**src/logic/dirf_params.svh**
```systemverilog
// Offsets, field positions and reset values of the interrupt routing fabric
`ifndef DIRF_PARAMS_SVH
`define DIRF_PARAMS_SVH

// ****************************************
// Register byte offsets
// ****************************************
`define DIRF_OFS_CTRL        8'h00
`define DIRF_OFS_POLARITY    8'h04
`define DIRF_OFS_STATUS      8'h08
`define DIRF_OFS_ROUTE       8'h0C

// ****************************************
// Control register fields
// ****************************************
`define DIRF_CTRL_BYPASS_BIT   0
`define DIRF_CTRL_CASCADE_BIT  1
`define DIRF_CTRL_NOINV_BIT    2
`define DIRF_CTRL_CFG_LSB      4
`define DIRF_CTRL_CFG_MSB      6

// ****************************************
// Reset values
// ****************************************
`define DIRF_RST_BYPASS      1'b1
`define DIRF_RST_CASCADE     1'b0
`define DIRF_RST_NOINV       1'b0
`define DIRF_RST_CFG         3'h3
`define DIRF_RST_POLARITY    16'h0000

// ****************************************
// Configuration codes and line numbers
// ****************************************
`define DIRF_CFG_FIRST       3'h1
`define DIRF_CFG_LAST        3'h7
`define DIRF_CFG_NO_TIMER    3'h2
`define DIRF_CFG_MCA_INTEG   3'h7
`define DIRF_NUM_IO_INPUTS   16
`define DIRF_NUM_CPUS        2
`define DIRF_LINE_TIMER      2
`define DIRF_LINE_CHAIN      13

`endif

```
**src/logic/dirf_pkg.sv**
```systemverilog
// Types shared by the interrupt routing fabric
`default_nettype none
package dirf_pkg;

    typedef enum logic [1:0]
    {
        DIRF_BUS_ISA  = 2'h0,
        DIRF_BUS_EISA = 2'h1,
        DIRF_BUS_MCA  = 2'h3
    } dirf_bus_e;

    // Synchronised input lines
    typedef struct packed
    {
        logic        lu_nmi;
        logic        lu_intr;
        logic        nmi;
        logic        pic_intr;
        logic [15:0] irq;
    } dirf_lines_s;

    // Routed outputs
    typedef struct packed
    {
        logic        boot_nmi;
        logic        boot_intr;
        logic [1:0]  local_one;
        logic [1:0]  local_zero;
        logic [15:0] io_in;
    } dirf_route_s;

endpackage

`default_nettype wire

```
**src/logic/dirf_top.sv**
```systemverilog
// Interrupt routing fabric of a default dual-processor system, AHB-Lite registers
//
// The AHB-Lite interface to the registers and the register addresses were decided locally.
`timescale 1ns/1ps
`default_nettype none
`include "dirf_params.svh"

module dirf_top
(
    input  wire logic        core_clk_i,
    input  wire logic        reset_n_i,
    // AHB-Lite slave
    input  wire logic        hsel_i,
    input  wire logic [31:0] haddr_i,
    input  wire logic [1:0]  htrans_i,
    input  wire logic        hwrite_i,
    input  wire logic [2:0]  hsize_i,
    input  wire logic [31:0] hwdata_i,
    input  wire logic        hready_i,
    output logic      [31:0] hrdata_o,
    output logic             hreadyout_o,
    output logic             hresp_o,
    // Interrupt sources, asynchronous pins
    input  wire logic [15:0] irq_i,
    input  wire logic        pic_intr_i,
    input  wire logic        nmi_i,
    input  wire logic        lu_boot_intr_i,
    input  wire logic        lu_boot_nmi_i,
    // Routed interrupts
    output logic      [15:0] io_unit_input_n_o,
    output logic      [1:0]  local_input_zero_o,
    output logic      [1:0]  local_input_one_o,
    output logic             boot_processor_intr_o,
    output logic             boot_processor_nmi_o
);

    // ****************************************
    // Input synchronisers
    // ****************************************
    dirf_pkg::dirf_lines_s meta_q;
    dirf_pkg::dirf_lines_s sync_q;
    dirf_pkg::dirf_lines_s raw_in;

    assign raw_in = '{lu_nmi: lu_boot_nmi_i, lu_intr: lu_boot_intr_i,
                      nmi: nmi_i, pic_intr: pic_intr_i, irq: irq_i};

    always_ff @(posedge core_clk_i or negedge reset_n_i)
    begin
        if (!reset_n_i)
        begin
            meta_q <= '0;
            sync_q <= '0;
        end
        else
        begin
            meta_q <= raw_in;
            sync_q <= meta_q;
        end
    end

    // ****************************************
    // AHB-Lite slave
    // ****************************************
    logic        wr_pend_q;
    logic [7:0]  addr_q;
    logic        bypass_q;
    logic        cascade_q;
    logic        noinv_q;
    logic [2:0]  cfg_q;
    logic [15:0] polarity_q;

    wire         take_req   = hsel_i && htrans_i[1] && hready_i;
    wire         wr_ctrl    = wr_pend_q && (addr_q == `DIRF_OFS_CTRL);
    wire         wr_pol     = wr_pend_q && (addr_q == `DIRF_OFS_POLARITY);
    wire  [2:0]  cfg_wdata  = hwdata_i[`DIRF_CTRL_CFG_MSB:`DIRF_CTRL_CFG_LSB];
    // Reserved code 0 would leave the wiring undefined, so it is dropped
    wire         cfg_ok     = (cfg_wdata >= `DIRF_CFG_FIRST) && (cfg_wdata <= `DIRF_CFG_LAST);

    always_ff @(posedge core_clk_i or negedge reset_n_i)
    begin
        if (!reset_n_i)
        begin
            wr_pend_q <= 1'b0;
            addr_q    <= 8'h00;
        end
        else
        begin
            wr_pend_q <= take_req && hwrite_i;
            if (take_req)
            begin
                addr_q <= {haddr_i[7:2], 2'b00};
            end
        end
    end

    always_ff @(posedge core_clk_i or negedge reset_n_i)
    begin
        if (!reset_n_i)
        begin
            bypass_q   <= `DIRF_RST_BYPASS;
            cascade_q  <= `DIRF_RST_CASCADE;
            noinv_q    <= `DIRF_RST_NOINV;
            cfg_q      <= `DIRF_RST_CFG;
            polarity_q <= `DIRF_RST_POLARITY;
        end
        else
        begin
            if (wr_ctrl)
            begin
                bypass_q  <= hwdata_i[`DIRF_CTRL_BYPASS_BIT];
                cascade_q <= hwdata_i[`DIRF_CTRL_CASCADE_BIT];
                noinv_q   <= hwdata_i[`DIRF_CTRL_NOINV_BIT];
            end
            if (wr_ctrl && cfg_ok)
            begin
                cfg_q <= cfg_wdata;
            end
            if (wr_pol)
            begin
                polarity_q <= hwdata_i[15:0];
            end
        end
    end

    // ****************************************
    // Bus type of the chosen configuration
    // ****************************************
    dirf_pkg::dirf_bus_e bus_type;

    always_comb
    begin
        case (cfg_q)
            3'h1, 3'h5: bus_type = dirf_pkg::DIRF_BUS_ISA;
            3'h2, 3'h3, 3'h6: bus_type = dirf_pkg::DIRF_BUS_EISA;
            3'h4, 3'h7: bus_type = dirf_pkg::DIRF_BUS_MCA;
            default: bus_type = dirf_pkg::DIRF_BUS_ISA;
        endcase
    end

    wire is_eisa = (bus_type == dirf_pkg::DIRF_BUS_EISA);
    wire is_mca  = (bus_type == dirf_pkg::DIRF_BUS_MCA);
    wire no_tmr  = (cfg_q == `DIRF_CFG_NO_TIMER);
    // Config 7 has no PIC wire to input 0, so cascade-through cannot reopen it
    wire no_pic0 = (cfg_q == `DIRF_CFG_MCA_INTEG);

    // ****************************************
    // I/O unit input wiring, one slice per input
    // ****************************************
    dirf_pkg::dirf_route_s route_d;
    dirf_pkg::dirf_route_s route_q;

    genvar n;
    generate
        for (n = 0; n < `DIRF_NUM_IO_INPUTS; n = n + 1)
        begin : g_io
            // Input 0 is the PIC, input 2 the timer on IRQ0, the rest IRQn
            localparam int SRC = (n == `DIRF_LINE_TIMER) ? 0 : n;
            wire src_line;
            wire invert;
            wire open_line;
            if (n == 0)
            begin : g_pic
                // Cascade-through keeps the PIC on input 0; masked PIC gives chaining only
                assign src_line  = sync_q.pic_intr;
                assign invert    = 1'b0;
                assign open_line = no_pic0;
            end
            else
            begin : g_irq
                // IRQ13 is wired as the chaining line only, no FPU error
                assign src_line  = sync_q.irq[SRC];
                assign invert    = !noinv_q &&
                                   ((is_eisa && polarity_q[SRC]) || is_mca);
                assign open_line = no_tmr &&
                                   (n == `DIRF_LINE_TIMER || n == `DIRF_LINE_CHAIN);
            end
            assign route_d.io_in[n] = !open_line && (src_line ^ invert);
        end
    endgenerate

    // ****************************************
    // Local units and boot processor muxes
    // ****************************************
    assign route_d.local_zero = {`DIRF_NUM_CPUS{sync_q.pic_intr}};
    assign route_d.local_one  = {`DIRF_NUM_CPUS{sync_q.nmi}};
    // Both muxes share one select so INTR and NMI never split paths
    assign route_d.boot_intr  = bypass_q ? sync_q.pic_intr : sync_q.lu_intr;
    assign route_d.boot_nmi   = bypass_q ? sync_q.nmi : sync_q.lu_nmi;

    always_ff @(posedge core_clk_i or negedge reset_n_i)
    begin
        if (!reset_n_i)
        begin
            route_q <= '0;
        end
        else
        begin
            route_q <= route_d;
        end
    end

    assign io_unit_input_n_o     = route_q.io_in;
    assign local_input_zero_o    = route_q.local_zero;
    assign local_input_one_o     = route_q.local_one;
    assign boot_processor_intr_o = route_q.boot_intr;
    assign boot_processor_nmi_o  = route_q.boot_nmi;

    // ****************************************
    // Read data
    // ****************************************
    // Muxed from flops in the data phase so a read right after a write sees it
    wire [31:0] rd_ctrl   = {25'h0000000, cfg_q, 1'b0, noinv_q, cascade_q, bypass_q};
    wire [31:0] rd_pol    = {16'h0000, polarity_q};
    wire [31:0] rd_status = {14'h0000, sync_q.nmi, sync_q.pic_intr, sync_q.irq};
    wire [31:0] rd_route  = {10'h000, route_q};

    assign hrdata_o = (addr_q == `DIRF_OFS_CTRL)     ? rd_ctrl   :
                      (addr_q == `DIRF_OFS_POLARITY) ? rd_pol    :
                      (addr_q == `DIRF_OFS_STATUS)   ? rd_status :
                      (addr_q == `DIRF_OFS_ROUTE)    ? rd_route  : 32'h00000000;

    // Zero wait states, always OKAY
    assign hreadyout_o = 1'b1;
    assign hresp_o     = 1'b0;

    wire unused_ok = &{1'b0, hsize_i, haddr_i[31:8], haddr_i[1:0]};

endmodule

`default_nettype wire

```
**config.mk**
```make
export PLATFORM = sky130hd
export DESIGN_NAME = dirf_top
export DESIGN_NICKNAME = d
export VERILOG_FILES = /design/src/logic/dirf_pkg.sv /design/src/logic/dirf_top.sv
export VERILOG_INCLUDE_DIRS = /design/src /design/src/logic
export SDC_FILE = /design/constraint.sdc
export NUM_CORES = 1
export LEC_CHECK = 0
export BUFFER_PORTS_ARGS = -buffer_cell sky130_fd_sc_hd__buf_2
export CORE_UTILIZATION = 30
export DETAILED_ROUTE_END_ITERATION = 16
export SLEW_MARGIN = 20
export SYNTH_ARGS = -nofsm -noshare
export SYNTH_HDL_FRONTEND = slang
export SYNTH_SLANG_ARGS = --single-unit
```
**constraint.sdc**
```tcl
create_clock -name core_clk_i -period 2.6 [get_ports core_clk_i]
set_input_delay 0.39 -clock core_clk_i [delete_from_list [all_inputs] [get_ports core_clk_i]]
set_output_delay 0.39 -clock core_clk_i [all_outputs]
set_load 0.03 [all_outputs]
```
==> reports/qor.yml, run 1 <==
ys_types: 34
wirelength_um: 7950
drtIter0Drc: 68
synth_edf_count: 0
synth_mux_area_frac: 0.151
arrival_ps: 2030
synth_top_family_by_area: "multiplexers"
die_w_um: 111
die_y_um: 111
ios: 150
drt_pass1_iterations: 10
final_cells: 499
finalCriticalPeriod_ps: 2420
fp.dieArea_sq_mm: 0.0124
skew_ps: 7.72
setup.worst_path.start_class: "flip-flop"
io_buffers: 91
tns_ps: 0
cp-end-kind: "primary output"
max_stage_delay_ps: 530
vias_per_cell: 4.64
ir_drop_mv: 0.298
tightest_slew_ps: 644
reg2reg_depth: 3
async_reset_ff_frac: 1.00
rsz0062_at_grt: "false"
nFillCells: 1107
ys_top_cells_by_area: "dfrtp_1, mux2_2, mux4_2, buf_4, xnor2_1"
finalCritPeriodShare: 0.933
finalMaxSlewViolations: 0
area_growth_pct: 24.4
rr_startpoint: "addr_q[5]"
clock-root-buffer: "clkbuf_16"
post-route-drc-count: 6
synth_top_area_share: 0.601
status: "finished, violations left"
cts_resized: 1
regToRegEndpoint: "cascade_q"
grt_pass1_wl_um: 12800
slew_headroom: 0.571
synth_top_flop_cell: "dfrtp_1"
diodes: 0
post-cts-setup-buffers: 0
synth-compound-area-share: 0.0773
max-cap-violations: 0
cts.sinks: 89
synth_simple_gate_area_frac: 0.0619
drive_above_1_share: 0.455
initial_core_util: 0.311
fp.coreArea_sq_mm: 0.0115
clk_latency_ps: 340
finalHoldViolations: 0
crit_cells: 4
yosysWarnings: 0
antenna_found_initial: 0
wl_per_cell_um: 15.9
ant_nets: 0
dp.cells: 483
failed_checks: "DRC"
synth_area_per_cell_sq_um: 13.8
cts_buffer_depth: 2
power.leakage_uw: 0.00211
final_common_cell: "buf_2"
cp.buffers_inverters: 2
gp_congestion: 0.711
layout_common_cells: "buf_2, dfrtp_1, mux2_2"
max_freq_mhz: 412
yosys.area_share.adder: 0
min_path_type: "input port to asynchronous set/reset pin"
grt_pass1_vias: 2428
setup_viol: 0
vias: 2314
cts_buffers: 9
ys_seq_area_frac: 0.623
worst-setup-path-type: "flip-flop to primary output"
crit_chain: "buf_4, mux4_2, and2_1, buf_2"
grt_start_max_net_pins: 47
cp.required_ps: 2210
overflow: 0
fin_nets: 445
holdBufCountCts: 0
setup.worst_path.end: "hrdata_o[0]"
synth_xor_area_frac: 0.0318
reg2reg_slack_ps: 430
clk_pin_slew_ps: 70
synth_area_sq_mm: 0.00358
htreeDepth: 3
syn-instance-count: 260
critPathLaunch: "addr_q[2]"
synth_top_cell_by_area: "dfrtp_1"
slowest_stage: "mux4_2"
cts_tree: "yes"
hpwl_um: 5470
power_density_mw_per_mm2: 776
rows: 39
cp_top_family: "multiplexers"
crit_fanout: 11
synth_seq_cells: 89
grt_use_total: 0.139
[flip-flops by register name, summed over array words and instances (netlist names)]
name and flops:
meta_q 20, g_io.src_line 16, io_unit_input_n_o 16, polarity_q 16, addr_q 6, cfg_q 3
rd_status 2, sync_q 2, boot_processor_intr_o 1, boot_processor_nmi_o 1, bypass_q 1, cascade_q 1
local_input_one_o 1, local_input_zero_o 1, noinv_q 1, wr_pend_q 1
[cells in the mapped netlist (2+ instances only)]
cell type	n
a21oi_1	15
a22o_1	3
a22oi_1	10
a31oi_1	2
a32o_1	2
and2_1	7
and3_1	4
and4_1	2
buf_1	2
buf_2	3
buf_4	16
clkbuf_1	7
conb_1	2
dfrtp_1	86
dfstp_2	3
inv_1	5
mux2_2	36
mux4_2	6
nand2_1	3
nand2b_1	3
nand3_1	2
nor2_1	14
o21ai_0	4
xnor2_1	13
[worst min path at each step]
stage               start                 to  slack, ps  cells after the start
4_1_cts         reset_n_i   g_io[1].src_line         80                      1
3_3_place_gp   meta_q[15]  g_io[15].src_line        330                      0
2_1_floorplan   reset_n_i          addr_q[2]         90                      0
3_5_place_dp    meta_q[5]   g_io[5].src_line        330                      0
6_report        reset_n_i   g_io[1].src_line         60                      1
5_1_grt         reset_n_i      polarity_q[4]        110                      1
[metal layers]
layer / GRT usage / share of wire / vias up
li1: - / - / 1069
met1: 0.176 / 0.44 / 1167
met2: 0.220 / 0.48 / 70
met3: 0.0448 / 0.063 / 8
met4: 0.0541 / 0.013 / 0
met5: 0 / 0 / -
[stage by stage]
stage	cell area (sq um)	hold slack, ps	total power (uW)	worst slack (ps)	utilization
finish	4450	63.0	3460	175	0.387
global route	4450	105	3630	70.3	0.387
CTS	4450	77.1	3500	143	0.387
detailed placement	4150	335	2190	369	0.360
global placement	4150	332	2180	341	0.360
floorplan	3620	94.4	2000	306	-
[where the power goes]
part / total, uW / internal (uW) / switching, uW / leakage [uW]
clock network: 1300 / 753 / 546 / 0.000143
registers: 1590 / 1500 / 87.8 / 0.00107
logic: 567 / 243 / 324 / 0.000895
total: 3460 / 2500 / 958 / 0.00211
[cell type report]
cell class	instances	area, sq um	share of cell area
multi-input combinational	148	1200	0.269
tap	143	179	0.0402
timing repair buffer	98	523	0.117
clock buffer	9	225	0.0506
sequential	89	2230	0.501
inverter	5	18.8	0.00421
clock inverter	7	76.3	0.0171
[logic make-up (layout without fill, tap and decap cells)]
logic type      count (synthesis)  after routing
xor+xnor                       13             13
flops                          89             89
buf+inv                        33            119
simple gates                   39             39
mux                            42             42
other cells                     2             12
compound gates                 42             42
(Power assumes the default switching activity.)
==> run 2: changes to the inputs <==
--- a/config.mk
+++ b/config.mk
@@ -6,6 +6,7 @@
 export SDC_FILE = /design/constraint.sdc
 export NUM_CORES = 1
 export LEC_CHECK = 0
+export ABC_AREA = 1
 export BUFFER_PORTS_ARGS = -buffer_cell sky130_fd_sc_hd__buf_2
 export CORE_UTILIZATION = 30
 export DETAILED_ROUTE_END_ITERATION = 16
==> constraint.sdc (replaced) <==
create_clock -name core_clk_i -period 2.98 [get_ports core_clk_i]
set_input_delay 0.447 -clock core_clk_i [delete_from_list [all_inputs] [get_ports core_clk_i]]
set_output_delay 0.447 -clock core_clk_i [all_outputs]
set_load 0.03 [all_outputs]
==> run 2 against run 1 <==
Against the previous run:
- clock skew increased by 0.87 ps
- non-clock buffer count shrank 5
- total power decreased by 16%
- clock power fell by 12%
- clock-buffer cell count up 1
- the flow now finishes without violations
- cell count rose by 28%
- synthesized cell count rose by 46%
- sequential cell count did not move
- routed wire length grew 2.8%
- via count increased by 16%
- hold slack gained 88 ps
==> reports/qor.yml, run 2 <==
vias: 2688
cts_resized: 0
drtIter0Drc: 111
ys_types: 29
overflow: 0
critPathLaunch: "addr_q[2]"
finalHoldViolations: 0
slowest_stage: "nand3_1"
setup_viol: 0
synth_area_sq_mm: 0.00374
fp.coreArea_sq_mm: 0.0121
holdBufCountCts: 0
grt_pass1_wl_um: 13400
finalMaxSlewViolations: 0
slew_headroom: 0.467
worst_slack_ps: 333
rr_startpoint: "cfg_q[1]"
layout_common_cells: "nand2_1, buf_2, dfrtp_1"
htreeDepth: 3
max-cap-violations: 0
clock-root-buffer: "clkbuf_16"
hpwl_um: 5700
cp-end-kind: "primary output"
synth_edf_count: 0
cp.required_ps: 2530
grt_pass1_vias: 2707
skew_ps: 8.59
final_common_cell: "nand2_1"
synth_top_flop_cell: "dfrtp_1"
crit_cells: 4
syn-instance-count: 379
clkPwrFrac: 0.393
crit_chain: "nor2_2, nand3_1, o211ai_1, buf_2"
rsz0062_at_grt: "false"
arrival_ps: 2200
dp_slack_ps: 580
rows: 40
drt_pass1_iterations: 4
post-cts-setup-buffers: 0
diodes: 0
crit_fanout: 13
synth_xor_area_frac: 0.0305
post-route-drc-count: 0
setup.worst_path.start_class: "flip-flop"
synth_seq_cells: 89
ys_top_cells_by_area: "dfrtp_1, nand2_1, buf_4, inv_1, xor2_1"
power_density_mw_per_mm2: 638
wl_per_cell_um: 12.8
cp_top_family: "simple AND/OR/NAND/NOR gates"
yosys.area_share.adder: 0
grt_start_max_net_pins: 90
io_buffers: 91
fin_util: 0.378
largest_register_ffs: 20
ant_nets: 0
synth_top_family_by_area: "simple AND/OR/NAND/NOR gates"
clk_latency_ps: 340
tightest_slew_ps: 800
area_growth_pct: 22.1
clk_pin_slew_ps: 70
async_reset_ff_frac: 1.00
largest-register: "meta_q"
p_int_uw: 2090
wirelength_um: 8170
max_stage_delay_ps: 510
finalCriticalPeriod_ps: 2650
min_path_type: "input port to asynchronous set/reset pin"
gp_congestion: 0.776
die_y_um: 114
synth_simple_gate_area_frac: 0.221
synth_top_area_share: 0.576
synth_top_cell_by_area: "dfrtp_1"
final_cell_area_sq_mm: 0.00456
grt_use_total: 0.137
max_freq_mhz: 378
finalCritPeriodShare: 0.888
yosysMostFrequentCell: "nand2_1"
fp.dieArea_sq_mm: 0.0129
reg2reg_depth: 6
tns_ps: 0
yosysWarnings: 0
ys_seq_area_frac: 0.597
synth-compound-area-share: 0.0452
synth_area_per_cell_sq_um: 9.86
pwr-share-seq: 0.472
cts_tree: "yes"
swShare: 0.283
drive_above_1_share: 0.287
postPlaceCellArea_sq_mm: 0.00426
p_switching_uw: 824
power.leakage_uw: 0.00232
combPwrFrac: 0.135
synth_mux_area_frac: 0.0181
status: "finished, final reports clean"
synth_common_cells: "nand2_1, dfrtp_1, inv_1, buf_4, nand3_1"
fin_nets: 559
initial_core_util: 0.310
ios: 150
cts_buffer_depth: 2
die_w_um: 114
cts.sinks: 89
worst-setup-path-type: "flip-flop to primary output"
ir_drop_mv: 0.328
antenna_found_initial: 0
cts_buffers: 9
cp.buffers_inverters: 1
vias_per_cell: 4.21
==> run 2: cell types whose count changed after synthesis, sizes merged, moves of 13 or more <==
cell,previous run,this run
mux2,36,6
xor2,0,13
inv,5,33
nand3,2,21
nand2,3,130
xnor2,13,0
==> run 2: final cells by class <==
type / count / area [sq um]
Clock buffer: 10 / 229
Clock inverter: 6 / 73.8
Fill cell: 1219 / 7500
Inverter: 33 / 124
Multi-Input combinational cell: 239 / 1220
Sequential cell: 89 / 2230
Tap cell: 168 / 210
Timing Repair Buffer: 93 / 477
==> run 2: path summary, 6_finish.rpt <==
kind,to,slack [ps]
min,g_io[8].src_line,150
min reg2reg,g_io[15].src_line,350
max in group asynchronous,addr_q[2],2260
max reg2reg,io_unit_input_n_o[15],1150
min in group core_clk_i,meta_q[10],210
max,hrdata_o[3],330
==> run 2: metal layers <==
| layer | part of all wire | global-route usage | wire, um | up-vias |
|---|---|---|---|---|
| li1 | - | - | - | 1335 |
| met1 | 0.45 | 0.172 | 3710 | 1273 |
| met2 | 0.48 | 0.222 | 3960 | 70 |
| met3 | 0.048 | 0.0409 | 392 | 10 |
| met4 | 0.014 | 0.0553 | 113 | 0 |
| met5 | 0 | 0 | 0 | - |
==> run 2: kinds of logic (layout without fill, tap and decap cells) <==
kind of cell	count (synthesis)	in the layout
AO/OA/AOI/OAI	23	23
XOR/XNOR	13	13
buffers and inverters	61	142
flip-flops	89	89
multiplexers	6	6
other	2	12
AND/OR/NAND/NOR	185	185
==> run 2: power by group through the flow <==
stage | Sequential (uW) | Combinational, uW | Clock, uW
after floorplan | 1400 | 256 | 0
final | 1370 | 393 | 1140
after detailed placement | 1390 | 398 | 0
after global placement | 1390 | 392 | 0
after CTS | 1370 | 400 | 1170
after global routing | 1390 | 435 | 1230
==> run 2: through the flow <==
step	total power (uW)	hold WS, ps	instances
2_1_floorplan	1660	151	389
3_3_place_gp	1780	333	622
3_5_place_dp	1790	335	622
4_1_cts	2940	198	638
5_1_grt	3050	192	638
6_report	2910	151	638
